**config.mk**
```make
export PLATFORM = sky130hd
export DESIGN_NAME = fptx_top
export DESIGN_NICKNAME = d
export VERILOG_FILES = /design/src/hw/fptx_pkg.sv /design/src/hw/fptx_top.sv
export VERILOG_INCLUDE_DIRS = /design/src /design/src/hw
export SDC_FILE = /design/constraint.sdc
export NUM_CORES = 1
export LEC_CHECK = 0
export BUFFER_PORTS_ARGS = -buffer_cell sky130_fd_sc_hd__buf_2
export CAP_MARGIN = 20
export CELL_PAD_IN_SITES_DETAIL_PLACEMENT = 1
export CELL_PAD_IN_SITES_GLOBAL_PLACEMENT = 1
export CORE_UTILIZATION = 45
export DETAILED_ROUTE_END_ITERATION = 6
export PLACE_DENSITY = 0.85
export RECOVER_POWER = 100
export SETUP_SLACK_MARGIN = 0.2
export SYNTH_ARGS = -nofsm -noshare
export SYNTH_HDL_FRONTEND = slang
export SYNTH_SLANG_ARGS = --single-unit
export TNS_END_PERCENT = 20
```
**constraint.sdc**
```tcl
create_clock -name REF_CLK -period 4.1 [get_ports REF_CLK]
set_input_delay 0.82 -clock REF_CLK [delete_from_list [all_inputs] [get_ports REF_CLK]]
set_output_delay 0.82 -clock REF_CLK [all_outputs]
set_load 0.01 [all_outputs]
```
**src/hw/fptx_cfg.svh**
```systemverilog
// Offsets, field positions, reset values and code constants of the transmit path.
// Assumes inclusion by bare name from the transmit path design files.
`ifndef FPTX_CFG_SVH
`define FPTX_CFG_SVH

// Register byte offsets
`define FPTX_OFS_MODE       8'h00
`define FPTX_OFS_INTCOND    8'h08
`define FPTX_OFS_TXSTATE    8'h10
`define FPTX_OFS_INJTHR     8'h14
`define FPTX_OFS_INJSYM1    8'h18
`define FPTX_OFS_INJSYM2    8'h1c
`define FPTX_OFS_INJCTRL    8'h20
`define FPTX_OFS_STATUS     8'h24

// Field positions
`define FPTX_MODE_RUN_BIT   0
`define FPTX_MODE_NRZ_BIT   6
`define FPTX_TSR_TM_LSB     0
`define FPTX_TSR_SE_BIT     3
`define FPTX_TSR_PCE_BIT    6
`define FPTX_ICR_DPE_BIT    0

// Reset values
`define FPTX_MODE_RST       8'h00
`define FPTX_TSR_RST        8'h00
`define FPTX_INJTHR_RST     8'h00
`define FPTX_INJSYM_RST     5'h00
`define FPTX_INJCTRL_RST    2'h0

// Transmit mode codes
`define FPTX_TM_OFF         3'h0
`define FPTX_TM_IDLE        3'h1
`define FPTX_TM_MASTER      3'h2
`define FPTX_TM_QUIET       3'h3
`define FPTX_TM_ACTIVE      3'h4
`define FPTX_TM_HALT        3'h5

// Injection control codes
`define FPTX_IC_NONE        2'h0
`define FPTX_IC_ONESHOT     2'h1
`define FPTX_IC_PERIODIC    2'h2
`define FPTX_IC_CONT        2'h3

// Line symbols
`define FPTX_SYM_IDLE       5'h1f
`define FPTX_SYM_HALT       5'h04
`define FPTX_SYM_QUIET      5'h00
`define FPTX_SYM_J          5'h18
`define FPTX_SYM_K          5'h11
`define FPTX_SYM_T          5'h0d
`define FPTX_SYM_R          5'h07
`define FPTX_SYM_S          5'h19
`define FPTX_SYM_VIOL       5'h01

// Timing counts
`define FPTX_PAIR_BITS      4'h9
`define FPTX_PREAMBLE_AIM   4'h7
`define FPTX_PRE_CNT_MAX    4'hf

`endif

```
**src/hw/fptx_pkg.sv**
```systemverilog
// Types shared by the transmit path.
// Assumes nothing beyond a SystemVerilog compiler.
package fptx_pkg;

    typedef enum logic [2:0] {
        FPTX_CL_DATA, FPTX_CL_J, FPTX_CL_K, FPTX_CL_T,
        FPTX_CL_R, FPTX_CL_S, FPTX_CL_I, FPTX_CL_V
    } fptx_class_t;

    typedef enum logic [2:0] {
        FPTX_RF_REPEAT, FPTX_RF_HALT1, FPTX_RF_HALT2, FPTX_RF_IDLE, FPTX_RF_END
    } fptx_rf_state_t;

    typedef enum logic {
        FPTX_SM_PASS, FPTX_SM_EXTEND
    } fptx_sm_state_t;

endpackage

```
**src/hw/fptx_top.sv**
```systemverilog
// FDDI transmit path: encoder, repeat filter, smoother, line state generator,
// injection, serialiser and NRZI encoder, with an APB register slave.
// Assumes upstream bytes on the same clock, held until the take pulse.
// Function
// - Data nibbles 0 to 7 map to their fixed 5-bit codes.
// - Data nibbles 8 to F map to their fixed 5-bit codes.
// - Control 1101 gives J then K, 0100/0101 give T, 0110 gives R.
// - Violation in repeat gives two Halt pairs, then idle state.
// - Idle pairs send the filter to idle until a JK arrives.
// - A JK pair returns the filter to repeat from any state.
// - End state: R or S before T is a violation, nT ends frame.
// - Smoother aims at seven idle pairs, deletes one at seven or more, in extend state only.
// - Smoother inserts one idle pair below seven via extend state.
// - Preamble counter starts on idle pair, clears to zero on JK pair.
// - Transmit mode field bits 2:0 override filter output when not active.
// - Active sends data; idle, master, quiet, halt send their pairs.
// - Off sends quiet and drops PMD enable; reserved sends quiet.
// - Injected pair beats generator, filter and smoother.
// - Injection control selects none, one-shot, periodic or continuous.
// - One-shot injects once on byte n after JK; n zero replaces JK.
// - Periodic injects every (n+1)th symbol pair; n zero replaces all.
// - Continuous replaces every pair, like periodic with zero threshold.
// - Injection threshold is eight bits, at most 255.
// - Pair loads on the byte boundary and shifts out bit by bit.
// - Mode bit 6 low gives NRZI, high gives plain NRZ.
// - Enabled parity failure sets the error flag and acts as violation.
`include "fptx_cfg.svh"
`timescale 1ns/1ps
`default_nettype none

module fptx_top (
    // Clock and reset
    input wire logic REF_CLK,
    input wire logic RST_N,
    // APB slave
    input wire logic PSEL,
    input wire logic PENABLE,
    input wire logic PWRITE,
    input wire logic [7:0] PADDR,
    input wire logic [31:0] PWDATA,
    output logic [31:0] PRDATA,
    output logic PREADY,
    output logic PSLVERR,
    // Upstream byte stream
    input wire logic [9:0] TX_BYTE,
    output logic TX_BYTE_TAKEN,
    // PMD transmitter
    output logic TX_SERIAL,
    output logic TX_PMD_ENABLE
);
    import fptx_pkg::*;

    // Reset release
    logic rst_meta_n_reg;
    logic rst_n_reg;
    always_ff @(posedge REF_CLK or negedge RST_N) begin
        if (!RST_N) begin
            rst_meta_n_reg <= 1'b0;
            rst_n_reg <= 1'b0;
        end else begin
            rst_meta_n_reg <= 1'b1;
            rst_n_reg <= rst_meta_n_reg;
        end
    end

    // Registers
    logic [7:0] mode_register_reg;
    logic [7:0] transmit_state_register_reg;
    logic [7:0] injection_threshold_reg;
    logic [4:0] injection_symbol_first_reg;
    logic [4:0] injection_symbol_second_reg;
    logic [1:0] injection_control_field_reg;
    logic data_parity_error_flag_reg;

    // Datapath state
    logic [3:0] bit_cnt_reg;
    logic [9:0] in_byte_reg;
    logic [9:0] shift_reg;
    logic nrzi_reg;
    logic pmd_en_reg;
    fptx_rf_state_t rf_state_reg;
    fptx_rf_state_t rf_state_next;
    fptx_sm_state_t sm_state_reg;
    fptx_sm_state_t sm_state_next;
    logic [9:0] sm_held_reg;
    logic [3:0] pre_cnt_reg;
    logic prev_idle_reg;
    logic [7:0] inj_cnt_reg;
    logic oneshot_armed_reg;

    // APB decode
    wire apb_access = PSEL && PENABLE;
    wire apb_wr = apb_access && PWRITE;
    wire sel_mode = (PADDR == `FPTX_OFS_MODE);
    wire sel_icr = (PADDR == `FPTX_OFS_INTCOND);
    wire sel_tsr = (PADDR == `FPTX_OFS_TXSTATE);
    wire sel_thr = (PADDR == `FPTX_OFS_INJTHR);
    wire sel_sym1 = (PADDR == `FPTX_OFS_INJSYM1);
    wire sel_sym2 = (PADDR == `FPTX_OFS_INJSYM2);
    wire sel_ictl = (PADDR == `FPTX_OFS_INJCTRL);
    wire sel_stat = (PADDR == `FPTX_OFS_STATUS);
    wire sel_any = sel_mode | sel_icr | sel_tsr | sel_thr | sel_sym1 | sel_sym2 | sel_ictl | sel_stat;

    assign PREADY = 1'b1;
    assign PSLVERR = apb_access && !sel_any;
    assign PRDATA = sel_mode ? {24'h000000, mode_register_reg} :
                    sel_icr ? {31'h00000000, data_parity_error_flag_reg} :
                    sel_tsr ? {24'h000000, transmit_state_register_reg} :
                    sel_thr ? {24'h000000, injection_threshold_reg} :
                    sel_sym1 ? {27'h0000000, injection_symbol_first_reg} :
                    sel_sym2 ? {27'h0000000, injection_symbol_second_reg} :
                    sel_ictl ? {30'h00000000, injection_control_field_reg} :
                    sel_stat ? {16'h0000, pre_cnt_reg, 3'h0, sm_state_reg, 5'h00, rf_state_reg} :
                    32'h00000000;

    // Control fields
    wire [2:0] transmit_mode_field = transmit_state_register_reg[`FPTX_TSR_TM_LSB +: 3];
    wire smoother_enable = transmit_state_register_reg[`FPTX_TSR_SE_BIT];
    wire parity_check_enable = transmit_state_register_reg[`FPTX_TSR_PCE_BIT];
    wire plain_nrz_select = mode_register_reg[`FPTX_MODE_NRZ_BIT];
    wire run = mode_register_reg[`FPTX_MODE_RUN_BIT];
    wire tm_active = (transmit_mode_field == `FPTX_TM_ACTIVE);
    wire force_idle = !run || !tm_active;

    // Byte boundary
    wire pair_edge = (bit_cnt_reg == `FPTX_PAIR_BITS);
    assign TX_BYTE_TAKEN = pair_edge;

    // Nibble encoder
    function automatic logic [7:0] enc_nibble(input logic [3:0] nib, input logic ctl, input logic hi);
        logic [7:0] r;
        r = {FPTX_CL_DATA, `FPTX_SYM_QUIET};
        if (!ctl) begin
            case (nib)
                4'h0: r = {FPTX_CL_DATA, 5'h1e};
                4'h1: r = {FPTX_CL_DATA, 5'h09};
                4'h2: r = {FPTX_CL_DATA, 5'h14};
                4'h3: r = {FPTX_CL_DATA, 5'h15};
                4'h4: r = {FPTX_CL_DATA, 5'h0a};
                4'h5: r = {FPTX_CL_DATA, 5'h0b};
                4'h6: r = {FPTX_CL_DATA, 5'h0e};
                4'h7: r = {FPTX_CL_DATA, 5'h0f};
                4'h8: r = {FPTX_CL_DATA, 5'h12};
                4'h9: r = {FPTX_CL_DATA, 5'h13};
                4'ha: r = {FPTX_CL_DATA, 5'h16};
                4'hb: r = {FPTX_CL_DATA, 5'h17};
                4'hc: r = {FPTX_CL_DATA, 5'h1a};
                4'hd: r = {FPTX_CL_DATA, 5'h1b};
                4'he: r = {FPTX_CL_DATA, 5'h1c};
                default: r = {FPTX_CL_DATA, 5'h1d};
            endcase
        end else begin
            case (nib)
                4'hd: r = hi ? {FPTX_CL_J, `FPTX_SYM_J} : {FPTX_CL_K, `FPTX_SYM_K};
                4'h4: r = {FPTX_CL_T, `FPTX_SYM_T};
                4'h5: r = {FPTX_CL_T, `FPTX_SYM_T};
                4'h6: r = {FPTX_CL_R, `FPTX_SYM_R};
                4'h7: r = {FPTX_CL_S, `FPTX_SYM_S};
                4'h0: r = {FPTX_CL_I, `FPTX_SYM_IDLE};
                default: r = {FPTX_CL_V, `FPTX_SYM_VIOL};
            endcase
        end
        return r;
    endfunction

    // Encode and classify current pair
    wire [7:0] enc_hi = enc_nibble(in_byte_reg[7:4], in_byte_reg[8], 1'b1);
    wire [7:0] enc_lo = enc_nibble(in_byte_reg[3:0], in_byte_reg[8], 1'b0);
    wire [2:0] cl_hi = enc_hi[7:5];
    wire [2:0] cl_lo = enc_lo[7:5];
    wire [9:0] enc_pair = {enc_hi[4:0], enc_lo[4:0]};
    wire parity_err = parity_check_enable && !(^in_byte_reg);
    wire is_jk = (cl_hi == FPTX_CL_J) && (cl_lo == FPTX_CL_K);
    wire is_ii = (cl_hi == FPTX_CL_I) && (cl_lo == FPTX_CL_I);
    wire bad_sym = (cl_hi == FPTX_CL_V) || (cl_lo == FPTX_CL_V) ||
                   (!is_jk && ((cl_hi == FPTX_CL_J) || (cl_lo == FPTX_CL_K) ||
                               (cl_hi == FPTX_CL_K) || (cl_lo == FPTX_CL_J)));
    wire is_viol = bad_sym || parity_err;
    wire ends_frame = (cl_hi == FPTX_CL_T) || ((cl_hi == FPTX_CL_DATA) && (cl_lo == FPTX_CL_T));
    wire has_rs = (cl_hi == FPTX_CL_R) || (cl_hi == FPTX_CL_S) ||
                  (cl_lo == FPTX_CL_R) || (cl_lo == FPTX_CL_S);

    localparam logic [9:0] PAIR_IDLE = {`FPTX_SYM_IDLE, `FPTX_SYM_IDLE};
    localparam logic [9:0] PAIR_HALT = {`FPTX_SYM_HALT, `FPTX_SYM_HALT};
    localparam logic [9:0] PAIR_QUIET = {`FPTX_SYM_QUIET, `FPTX_SYM_QUIET};
    localparam logic [9:0] PAIR_MASTER = {`FPTX_SYM_HALT, `FPTX_SYM_QUIET};

    // Repeat filter
    logic [9:0] rf_pair;
    always_comb begin
        rf_state_next = rf_state_reg;
        rf_pair = enc_pair;
        if (force_idle) begin
            rf_state_next = FPTX_RF_IDLE;
            rf_pair = PAIR_IDLE;
        end else if (is_jk) begin
            rf_state_next = FPTX_RF_REPEAT;
        end else begin
            case (rf_state_reg)
                FPTX_RF_REPEAT: begin
                    if (is_ii) begin
                        rf_state_next = FPTX_RF_IDLE;
                        rf_pair = PAIR_IDLE;
                    end else if (is_viol) begin
                        rf_state_next = FPTX_RF_HALT1;
                        rf_pair = PAIR_HALT;
                    end else if (ends_frame) begin
                        rf_state_next = FPTX_RF_END;
                    end else if (has_rs) begin
                        rf_state_next = FPTX_RF_HALT1;
                        rf_pair = PAIR_HALT;
                    end
                end
                FPTX_RF_END: begin
                    if (is_ii) begin
                        rf_state_next = FPTX_RF_IDLE;
                        rf_pair = PAIR_IDLE;
                    end else if (is_viol) begin
                        rf_state_next = FPTX_RF_HALT1;
                        rf_pair = PAIR_HALT;
                    end
                end
                FPTX_RF_HALT1: begin
                    rf_state_next = is_ii ? FPTX_RF_IDLE : FPTX_RF_HALT2;
                    rf_pair = is_ii ? PAIR_IDLE : PAIR_HALT;
                end
                FPTX_RF_HALT2: begin
                    rf_state_next = FPTX_RF_IDLE;
                    rf_pair = PAIR_IDLE;
                end
                FPTX_RF_IDLE: begin
                    rf_pair = PAIR_IDLE;
                end
                default: begin
                    rf_state_next = FPTX_RF_IDLE;
                    rf_pair = PAIR_IDLE;
                end
            endcase
        end
    end

    // Smoother
    wire rf_idle = (rf_pair == PAIR_IDLE);
    wire rf_jk = !force_idle && is_jk;
    wire held_idle = (sm_held_reg == PAIR_IDLE);
    logic [9:0] sm_pair;
    logic [3:0] pre_cnt_next;
    always_comb begin
        sm_state_next = sm_state_reg;
        sm_pair = rf_pair;
        case (sm_state_reg)
            FPTX_SM_PASS: begin
                if (rf_jk && smoother_enable && (pre_cnt_reg < `FPTX_PREAMBLE_AIM)) begin
                    sm_state_next = FPTX_SM_EXTEND;
                    sm_pair = PAIR_IDLE;
                end
            end
            FPTX_SM_EXTEND: begin
                if (held_idle && rf_idle && (pre_cnt_reg >= `FPTX_PREAMBLE_AIM)) begin
                    sm_state_next = FPTX_SM_PASS;
                    sm_pair = rf_pair;
                end else begin
                    sm_pair = sm_held_reg;
                end
            end
            default: begin
                sm_state_next = FPTX_SM_PASS;
                sm_pair = rf_pair;
            end
        endcase
        if (rf_jk) begin
            pre_cnt_next = 4'h0;
        end else if (rf_idle) begin
            pre_cnt_next = !prev_idle_reg ? 4'h1 :
                           (pre_cnt_reg == `FPTX_PRE_CNT_MAX) ? pre_cnt_reg : pre_cnt_reg + 4'h1;
        end else begin
            pre_cnt_next = pre_cnt_reg;
        end
    end

    // Line state generator
    logic [9:0] lsg_pair;
    always_comb begin
        case (transmit_mode_field)
            `FPTX_TM_ACTIVE: lsg_pair = sm_pair;
            `FPTX_TM_IDLE: lsg_pair = PAIR_IDLE;
            `FPTX_TM_MASTER: lsg_pair = PAIR_MASTER;
            `FPTX_TM_QUIET: lsg_pair = PAIR_QUIET;
            `FPTX_TM_HALT: lsg_pair = PAIR_HALT;
            default: lsg_pair = PAIR_QUIET;
        endcase
    end

    // Injection control
    wire lsg_jk = tm_active && (lsg_pair == {`FPTX_SYM_J, `FPTX_SYM_K});
    wire [7:0] injection_threshold = injection_threshold_reg;
    logic inject;
    logic [7:0] inj_cnt_next;
    logic oneshot_armed_next;
    always_comb begin
        inject = 1'b0;
        inj_cnt_next = inj_cnt_reg;
        oneshot_armed_next = oneshot_armed_reg;
        case (injection_control_field_reg)
            `FPTX_IC_ONESHOT: begin
                if (lsg_jk) begin
                    inject = (injection_threshold == 8'h00);
                    oneshot_armed_next = (injection_threshold != 8'h00);
                    inj_cnt_next = 8'h01;
                end else if (oneshot_armed_reg) begin
                    inject = (inj_cnt_reg == injection_threshold);
                    oneshot_armed_next = !inject;
                    inj_cnt_next = inj_cnt_reg + 8'h01;
                end
            end
            `FPTX_IC_PERIODIC: begin
                inject = (inj_cnt_reg >= injection_threshold);
                inj_cnt_next = inject ? 8'h00 : inj_cnt_reg + 8'h01;
            end
            `FPTX_IC_CONT: begin
                inject = 1'b1;
                inj_cnt_next = 8'h00;
            end
            default: begin
                inj_cnt_next = 8'h00;
                oneshot_armed_next = 1'b0;
            end
        endcase
    end
    wire [9:0] tx_pair = inject ? {injection_symbol_first_reg, injection_symbol_second_reg} : lsg_pair;

    // Register writes
    always_ff @(posedge REF_CLK or negedge rst_n_reg) begin
        if (!rst_n_reg) begin
            mode_register_reg <= `FPTX_MODE_RST;
            transmit_state_register_reg <= `FPTX_TSR_RST;
            injection_threshold_reg <= `FPTX_INJTHR_RST;
            injection_symbol_first_reg <= `FPTX_INJSYM_RST;
            injection_symbol_second_reg <= `FPTX_INJSYM_RST;
            injection_control_field_reg <= `FPTX_INJCTRL_RST;
        end else if (apb_wr) begin
            if (sel_mode) mode_register_reg <= PWDATA[7:0];
            if (sel_tsr) transmit_state_register_reg <= PWDATA[7:0];
            if (sel_thr) injection_threshold_reg <= PWDATA[7:0];
            if (sel_sym1) injection_symbol_first_reg <= PWDATA[4:0];
            if (sel_sym2) injection_symbol_second_reg <= PWDATA[4:0];
            if (sel_ictl) injection_control_field_reg <= PWDATA[1:0];
        end
    end

    // Parity error flag, write one to clear, set wins
    wire dpe_set = pair_edge && parity_err;
    wire dpe_clr = apb_wr && sel_icr && PWDATA[`FPTX_ICR_DPE_BIT];
    always_ff @(posedge REF_CLK or negedge rst_n_reg) begin
        if (!rst_n_reg) begin
            data_parity_error_flag_reg <= 1'b0;
        end else begin
            data_parity_error_flag_reg <= dpe_set || (data_parity_error_flag_reg && !dpe_clr);
        end
    end

    // Byte pipeline state
    always_ff @(posedge REF_CLK or negedge rst_n_reg) begin
        if (!rst_n_reg) begin
            in_byte_reg <= {2'b10, 8'h00};
            rf_state_reg <= FPTX_RF_IDLE;
            sm_state_reg <= FPTX_SM_PASS;
            sm_held_reg <= PAIR_IDLE;
            pre_cnt_reg <= 4'h0;
            prev_idle_reg <= 1'b0;
            inj_cnt_reg <= 8'h00;
            oneshot_armed_reg <= 1'b0;
            pmd_en_reg <= 1'b0;
        end else if (pair_edge) begin
            in_byte_reg <= TX_BYTE;
            rf_state_reg <= rf_state_next;
            sm_state_reg <= sm_state_next;
            sm_held_reg <= rf_pair;
            pre_cnt_reg <= pre_cnt_next;
            prev_idle_reg <= rf_idle;
            inj_cnt_reg <= inj_cnt_next;
            oneshot_armed_reg <= oneshot_armed_next;
            pmd_en_reg <= (transmit_mode_field != `FPTX_TM_OFF);
        end
    end

    // Serialiser and line encoder
    wire ser_bit = shift_reg[9];
    always_ff @(posedge REF_CLK or negedge rst_n_reg) begin
        if (!rst_n_reg) begin
            bit_cnt_reg <= 4'h0;
            shift_reg <= PAIR_QUIET;
            nrzi_reg <= 1'b0;
        end else begin
            bit_cnt_reg <= pair_edge ? 4'h0 : bit_cnt_reg + 4'h1;
            shift_reg <= pair_edge ? tx_pair : {shift_reg[8:0], 1'b0};
            nrzi_reg <= plain_nrz_select ? ser_bit : (nrzi_reg ^ ser_bit);
        end
    end

    assign TX_SERIAL = nrzi_reg;
    assign TX_PMD_ENABLE = pmd_en_reg;

endmodule

`default_nettype wire

```
After elaboration in Yosys (flattened, before gate mapping). Memories as Yosys holds them, arrays and structs flattened. Index checks and enable logic that the tools add are counted.

Bits in registers: 93. Memory bits (read-only): 160. Bits of input ports: 55. Output and inout bits: 37. Logic and storage cells: 209. Memories kept: 2.

Add/sub/neg operators: 3. Magnitude comparators: 3. Equal/unequal tests: 52. Muxes and demuxes: 57. Bitwise operators: 10. Reductions and logical operators: 61.

Memory list: (name not given) (words 16, bits a word 5, read ports 1, clocked after memory_dff 0, wr ports 0, RTL line fptx_top.sv:134) `case (nib)`; (name not given) (words 16, bits a word 5, read ports 1, clocked after memory_dff 0, wr ports 0, RTL line fptx_top.sv:134).

Operator list (number): two-way mux 10 bit (13); two-way mux 16 bit (8); case mux 8 bit (5 select lines) (2); two-way mux 8 bit (5); case mux 10 bit (4 select lines) (1); == test 3 bit, second input constant (11); == test 4 x 3 -> 1 bit, second input constant (8); == test 8 x 5 -> 1 bit, second input constant (4); == test 10 bit, second input constant (3); case mux 10 bit (3 select lines) (1); two-way mux 3 bit (8); two-way mux 4 bit (5); case mux 10 bit (2 select lines) (1); == test 3 x 2 -> 1 bit, second input constant (6); logical AND 1 bit (18); == test 4 bit, second input constant (4); == test 8 x 6 -> 1 bit, second input constant (2); zero test 8 bit (2); case mux 8 bit (2 select lines) (1); AND reduction 2 bit (8); == test 3 x 1 -> 1 bit, second input constant (4); logical OR 1 bit (12); case mux 3 bit (4 select lines) (1); XOR reduction 10 bit (1); 27 further kinds (57).

Longest topological paths before layout.
Depth after elaboration: 28. Mapped depth: 17. Mapped depth without buffers: 14.

Worst setup path after synthesis. Ideal clock, no wire load.

Path kind: register -> register. Start: register in_byte_reg[7]. End: register inj_cnt_reg[2]. Library setup time: 126 ps. Arrival: 3653 ps. Required time: 3974 ps. Path slack: 321 ps. Cell stages (with the launch flop): 17. Buffers on the path: 2. Period minus slack after synthesis: 3779 ps. Cells stage by stage: dfrtp_1 inv_1 ha_1 buf_4 a22oi_1 a221oi_2 o211ai_1 a22oi_2 buf_4 nand2_1 o211a_2 nor4b_2 nand4_1 o21ai_2 mux2i_1 nor2_1 a221o_1.

Longest elaborated chain between the ends: 26. Elaborated cells on any way between the ends: 62. Classes of those cells: eq/ne (15); mux (18); reduce/logical (28); memory (1).

RTL lines: start: declaration (RTL line fptx_top.sv:77) `logic [9:0] in_byte_reg;`; start signal: assignment (RTL line fptx_top.sv:365) `in_byte_reg <= {2'b10, 8'h00};`; == test 4 x 3 -> 1 bit (RTL line fptx_top.sv:153) `case (nib)`; OR reduction 2 bit (no source line); case mux 8 bit (5 select lines) (RTL line fptx_top.sv:153); two-way mux 8 bit (RTL line fptx_top.sv:133) `if (!ctl) begin`; == test 3 x 1 -> 1 bit (RTL line fptx_top.sv:173, fptx_top.sv:176); logical OR 1 bit (2 in series) (RTL line fptx_top.sv:176) `(!is_jk && ((cl_hi == FPTX_CL_J) || (cl_lo == FPTX_CL_K) ||`; logical OR 1 bit (RTL line fptx_top.sv:177) `(cl_hi == FPTX_CL_K) || (cl_lo == FPTX_CL_J)));`; logical AND 1 bit (RTL line fptx_top.sv:176); [... 8 more ...]; logical AND 1 bit (2 in series) (RTL line fptx_top.sv:259) `` if (held_idle && rf_idle && (pre_cnt_reg >= `FPTX_PREAMBLE_AIM)) begin ``; two-way mux 10 bit (RTL line fptx_top.sv:259); case mux 10 bit (2 select lines) * (RTL line fptx_top.sv:251) `case (sm_state_reg)`; case mux 10 bit (4 select lines) * (RTL line fptx_top.sv:284) `case (transmit_mode_field)`; == test 10 bit * (RTL line fptx_top.sv:295) `` wire lsg_jk = tm_active && (lsg_pair == {`FPTX_SYM_J, `FPTX_SYM_K}); ``; logical AND 1 bit * (RTL line fptx_top.sv:295); two-way mux 8 bit / inequality test 3 bit (equally long branches); case mux 8 bit (2 select lines) / AND reduction 2 bit (equally long branches); end signal: assignment (RTL line fptx_top.sv:381) `inj_cnt_reg <= inj_cnt_next;`; end: declaration (RTL line fptx_top.sv:88) `logic [7:0] inj_cnt_reg;`.

Every way passes the cells marked *; elsewhere a longest branch is shown, timed or not. A chain may end at the register's enable or synchronous reset.

Final worst setup path.
Start: register in_byte_reg[7]. End: register shift_reg[8].

Longest elaborated chain between the ends: 28. Elaborated cells on any way between the ends: 62. Classes of those cells: eq/ne (14); mux (20); reduce/logical (27); memory (1).

RTL lines: == test 4 x 3 -> 1 bit (RTL line fptx_top.sv:153); OR reduction 2 bit (no source line); case mux 8 bit (5 select lines) (RTL line fptx_top.sv:153); two-way mux 8 bit (RTL line fptx_top.sv:133); == test 3 x 1 -> 1 bit (RTL line fptx_top.sv:173, fptx_top.sv:176); logical OR 1 bit (2 in series) (RTL line fptx_top.sv:176); logical OR 1 bit (RTL line fptx_top.sv:177); logical AND 1 bit (RTL line fptx_top.sv:176); [... 11 more ...]; case mux 10 bit (2 select lines) * (RTL line fptx_top.sv:251); case mux 10 bit (4 select lines) * (RTL line fptx_top.sv:284); == test 10 bit (RTL line fptx_top.sv:295); logical AND 1 bit (RTL line fptx_top.sv:295); two-way mux 1 bit (RTL line fptx_top.sv:306) `if (lsg_jk) begin`; case mux 1 bit (3 select lines) (RTL line fptx_top.sv:304) `case (injection_control_field_reg)`; two-way mux 10 bit * (RTL line fptx_top.sv:330) `wire [9:0] tx_pair = inject ? {injection_symbol_first_reg, injection_symbol_second_reg} : lsg_pair;`; two-way mux 10 bit * (RTL line fptx_top.sv:396) `shift_reg <= pair_edge ? tx_pair : {shift_reg[8:0], 1'b0};`; end signal: assignment (RTL line fptx_top.sv:396); end: declaration (RTL line fptx_top.sv:78) `logic [9:0] shift_reg;`.

Marks and branches as above.

==> run summary <==
DR DRC count -> 0
full die area -> 14200 um^2
Async S/R FF share, synth -> 100%
Starting Density -> 46.4%
CORE AREA -> 13300 um^2
DR iter-0 viols -> 623
# IOs -> 92
Die Width -> 119 um
Port-buffer cells -> 47
Slew Limit Fails -> 67
Max Fanout on Critical Path -> 7
CTS Sinks -> 93
Routed Antenna Nets -> 0
most used cell, CP -> buf_6
Die H -> 119 um
fillers -> 1515
gr ovfl total -> 0
Post-DP HPWL -> 15100 um
total track usage -> 32.7%
kind of critical path -> flop to flop
Total Wirelength -> 24900 um
CTS tree -> done
Post-DP Area -> 7030 um^2
WL/cell -> 24.8 um
worst hold path type -> primary input to async pin
final period utilization -> 102%
peak supply drop -> 0.279 mV
Clock Root Buffer -> clkbuf_16
slowest stage delay, CP -> 390 ps
final hold violations -> 0
Critical Path AT -> 4470 ps
post-route cell area -> 8060 um^2
Synth Warn # -> 0
top_reg_cell synth -> dfrtp_1
RSZ-0062 raised after global routing -> true
Leak -> 3.66 nW
violated checks -> capacitance limit, slew limit, setup timing
Syn Inst Count -> 688
gr busiest metal -> met2
top cell type by total area after synthesis -> dfrtp_1
Max-cap violations -> 1
via count of the first global-routing pass -> 6716
crit end category -> flop
buffers plus inverters on the worst setup path -> 6
status -> finished, violations left
Yosys cell types -> 77
H-tree Lvls -> 3
clock skew -> 12.0 ps
worst skew pair latency -> 380 ps
Seq/Total Area, Yosys -> 37.8%
initial antenna violation count -> 1
Cell Area, Synth -> 6200 um^2
setup TNS -> -628 ps
GR Util met1 -> 39.5%
Worst path slowest cell -> dfrtp_1
layout cells sized above 1 -> 35.1%
final number of setup-violating endpoints -> 11
CP required -> 4380 ps
first-pass GRT wire length -> 36500 um
f_max -> 239 MHz
CTS Buffer Depth -> 2
drt first pass iters -> 6
Worst-Margin Slew -> 2680 ps
Placement Setup Slack -> -330 ps
Placer Congestion -> 0.979
largest net degree at the start of global routing -> 67
CP top delay family -> compound AO/OA/AOI/OAI gates
Vias/cell -> 6.51
vias -> 6525
power per cell area -> 269 nW/um^2
Yosys top cell area share -> 32.3%
Synth-to-Final Area Change -> 30.1%
largest cells by area after synthesis -> dfrtp_1 32%, mux2_2 6.9%, ha_1 5.7%, dfstp_2 5.5%, nand2_1 4.9%
min setup slack post-route -> -89.4 ps
CTS buffer count -> 9
number of synthesized flops with an enable pin -> 0
slew margin rel. -> -78.9%
Reg2Reg Setup Slack -> -90 ps
minimum clock period -> 4190 ps
worst path cell trace -> buf_4, ha_2, a22oi_2, a221oi_4, buf_6, a311oi_4, a22oi_2, buf_4, a2bb2oi_2, o31a_1, nor4b_4, nand4_1, buf_6, or2_4, a211oi_4, buf_6, buf_12, nor2_1, o31ai_1
row count -> 42
clock slew at reported path FFs -> 80 ps
Yosys reg bits -> 93
final net count -> 904
Tot Pwr -> 2.17 mW
GR Layer Usage met2 -> 56.6%
GR Util met3 -> 6.94%
mean post-synth cell area -> 9.01 um^2
crit path launch type -> flop
-- worst paths after layout --
path / start / cells after the start / end
worst max-delay path: in_byte_reg[7]$_DFFE_PN0P_ / 19 / shift_reg[8]$_DFF_PN0_
worst min-delay path: RST_N / 1 / rst_n_reg$_DFF_PN0_
worst max register to register: in_byte_reg[7]$_DFFE_PN0P_ / 19 / shift_reg[8]$_DFF_PN0_
worst min register to register: rst_meta_n_reg$_DFF_PN0_ / 0 / rst_n_reg$_DFF_PN0_
max in group asynchronous: rst_n_reg$_DFF_PN0_ / 1 / in_byte_reg[5]$_DFFE_PN0P_
min in group REF_CLK: rst_meta_n_reg$_DFF_PN0_ / 0 / rst_n_reg$_DFF_PN0_
-- area by class of cell --
type | count | area, um^2 | area share [%]
diodes | 1 | 2.50 | 0.0310
clock buffers | 9 | 225 | 2.79
clock inverters | 7 | 86.3 | 1.07
inverters | 38 | 143 | 1.77
multi-input cells | 536 | 4040 | 50.0
flip-flops and latches | 93 | 2340 | 29.1
well taps | 176 | 220 | 2.73
repair buffers | 143 | 1010 | 12.5
-- logic make-up (layout without fill, tap and decap cells) --
kind of cell	after synthesis	after routing	synth area share (%)
AO/OA/AOI/OAI	194	194	22.0
XOR/XNOR	7	7	0.989
adder cells (fa/ha/maj)	28	28	5.65
buffers and inverters	78	197	6.24
flip-flops	93	93	37.8
multiplexers	42	42	7.55
other	2	22	0.121
AND/OR/NAND/NOR	244	244	19.7
-- stage by stage --
stage          hold slack (ps)  util [%]  instances
2_1_floorplan              331         -        707
3_3_place_gp               345      52.7        961
3_5_place_dp               338      52.7        961
4_1_cts                    212      58.5        997
5_1_grt                    209      60.4       1002
6_report                   210      60.4       1003
-- routing by layer --
layer	share of wire, %	vias up	routed length [um]
met2	50	368	12500
met5	0	-	0
met4	5.3	0	1320
li1	-	2758	-
met3	6.8	126	1700
met1	38	3273	9420
-- worst reg2reg max path, stage by stage, from the launching register on --
cell	delay, ps
dfrtp_1	390
buf_4	150
ha_2	210
a22oi_2	280
a221oi_4	110
buf_6	150
a311oi_4	360
a22oi_2	240
buf_4	210
a2bb2oi_2	180
o31a_1	160
nor4b_4	240
nand4_1	160
buf_6	170
or2_4	250
a211oi_4	290
buf_6	150
buf_12	120
nor2_1	60
o31ai_1	240
-- what timing repair did --
| item | CTS | global route |
|---|---|---|
| pin swaps | 18 | 14 |
| resized for setup | 62 | 37 |
| hold buffers | 0 | 0 |
| endpoints found under the hold margin | 0 | 0 |
| gates cloned | 1 | 0 |
| buffers inserted | 19 | 5 |
| setup endpoints to repair | 19 | 20 |
-- layout by cell type (no fill, tap or decap), types with 5 or more instances in the layout --
cell	synthesis	final
nor3_1	12	11
a21oi_1	32	29
or4_1	5	5
nand3_1	16	15
conb_1	2	21
o31ai_2	0	5
or3_1	7	5
nor2b_1	10	8
and2_1	11	11
ha_1	28	20
dfstp_2	13	13
a222oi_1	6	6
o21bai_1	6	6
nor4_1	11	8
o211ai_1	7	7
a22oi_1	13	12
dfrtp_1	80	79
buf_4	22	87
nor2_1	53	50
inv_1	36	33
o22ai_1	6	5
buf_6	1	6
clkbuf_16	0	9
a31oi_1	10	9
o21ai_1	9	9
nand2_1	81	78
o21ai_0	35	32
mux2_2	38	38
nand2b_1	6	6
o21a_1	8	8
nand4_1	9	9
buf_2	3	46
a211oi_1	8	5
-- power by group --
part / switching [mW] / leakage (nW) / internal [mW]
clock: 0.459 / 0.152 / 0.441
sequential: 0.0297 / 1.20 / 0.935
combinational: 0.176 / 2.31 / 0.129
total: 0.665 / 3.66 / 1.51
-- cell usage after synthesis (all sizes together) (8+ instances only) --
library cell  count
a22oi            15
mux2             38
nand4             9
clkbuf           12
nor2b            10
nor3             13
nand3            16
a211oi            9
o21ai            45
o21a              8
buf              28
ha               28
dfstp            13
nor4             11
a31oi            10
nor2             53
inv              37
nand2            81
and2             11
a21oi            32
dfrtp            80
o31ai            11
No activity file was read; power rests on OpenSTA's default activity.
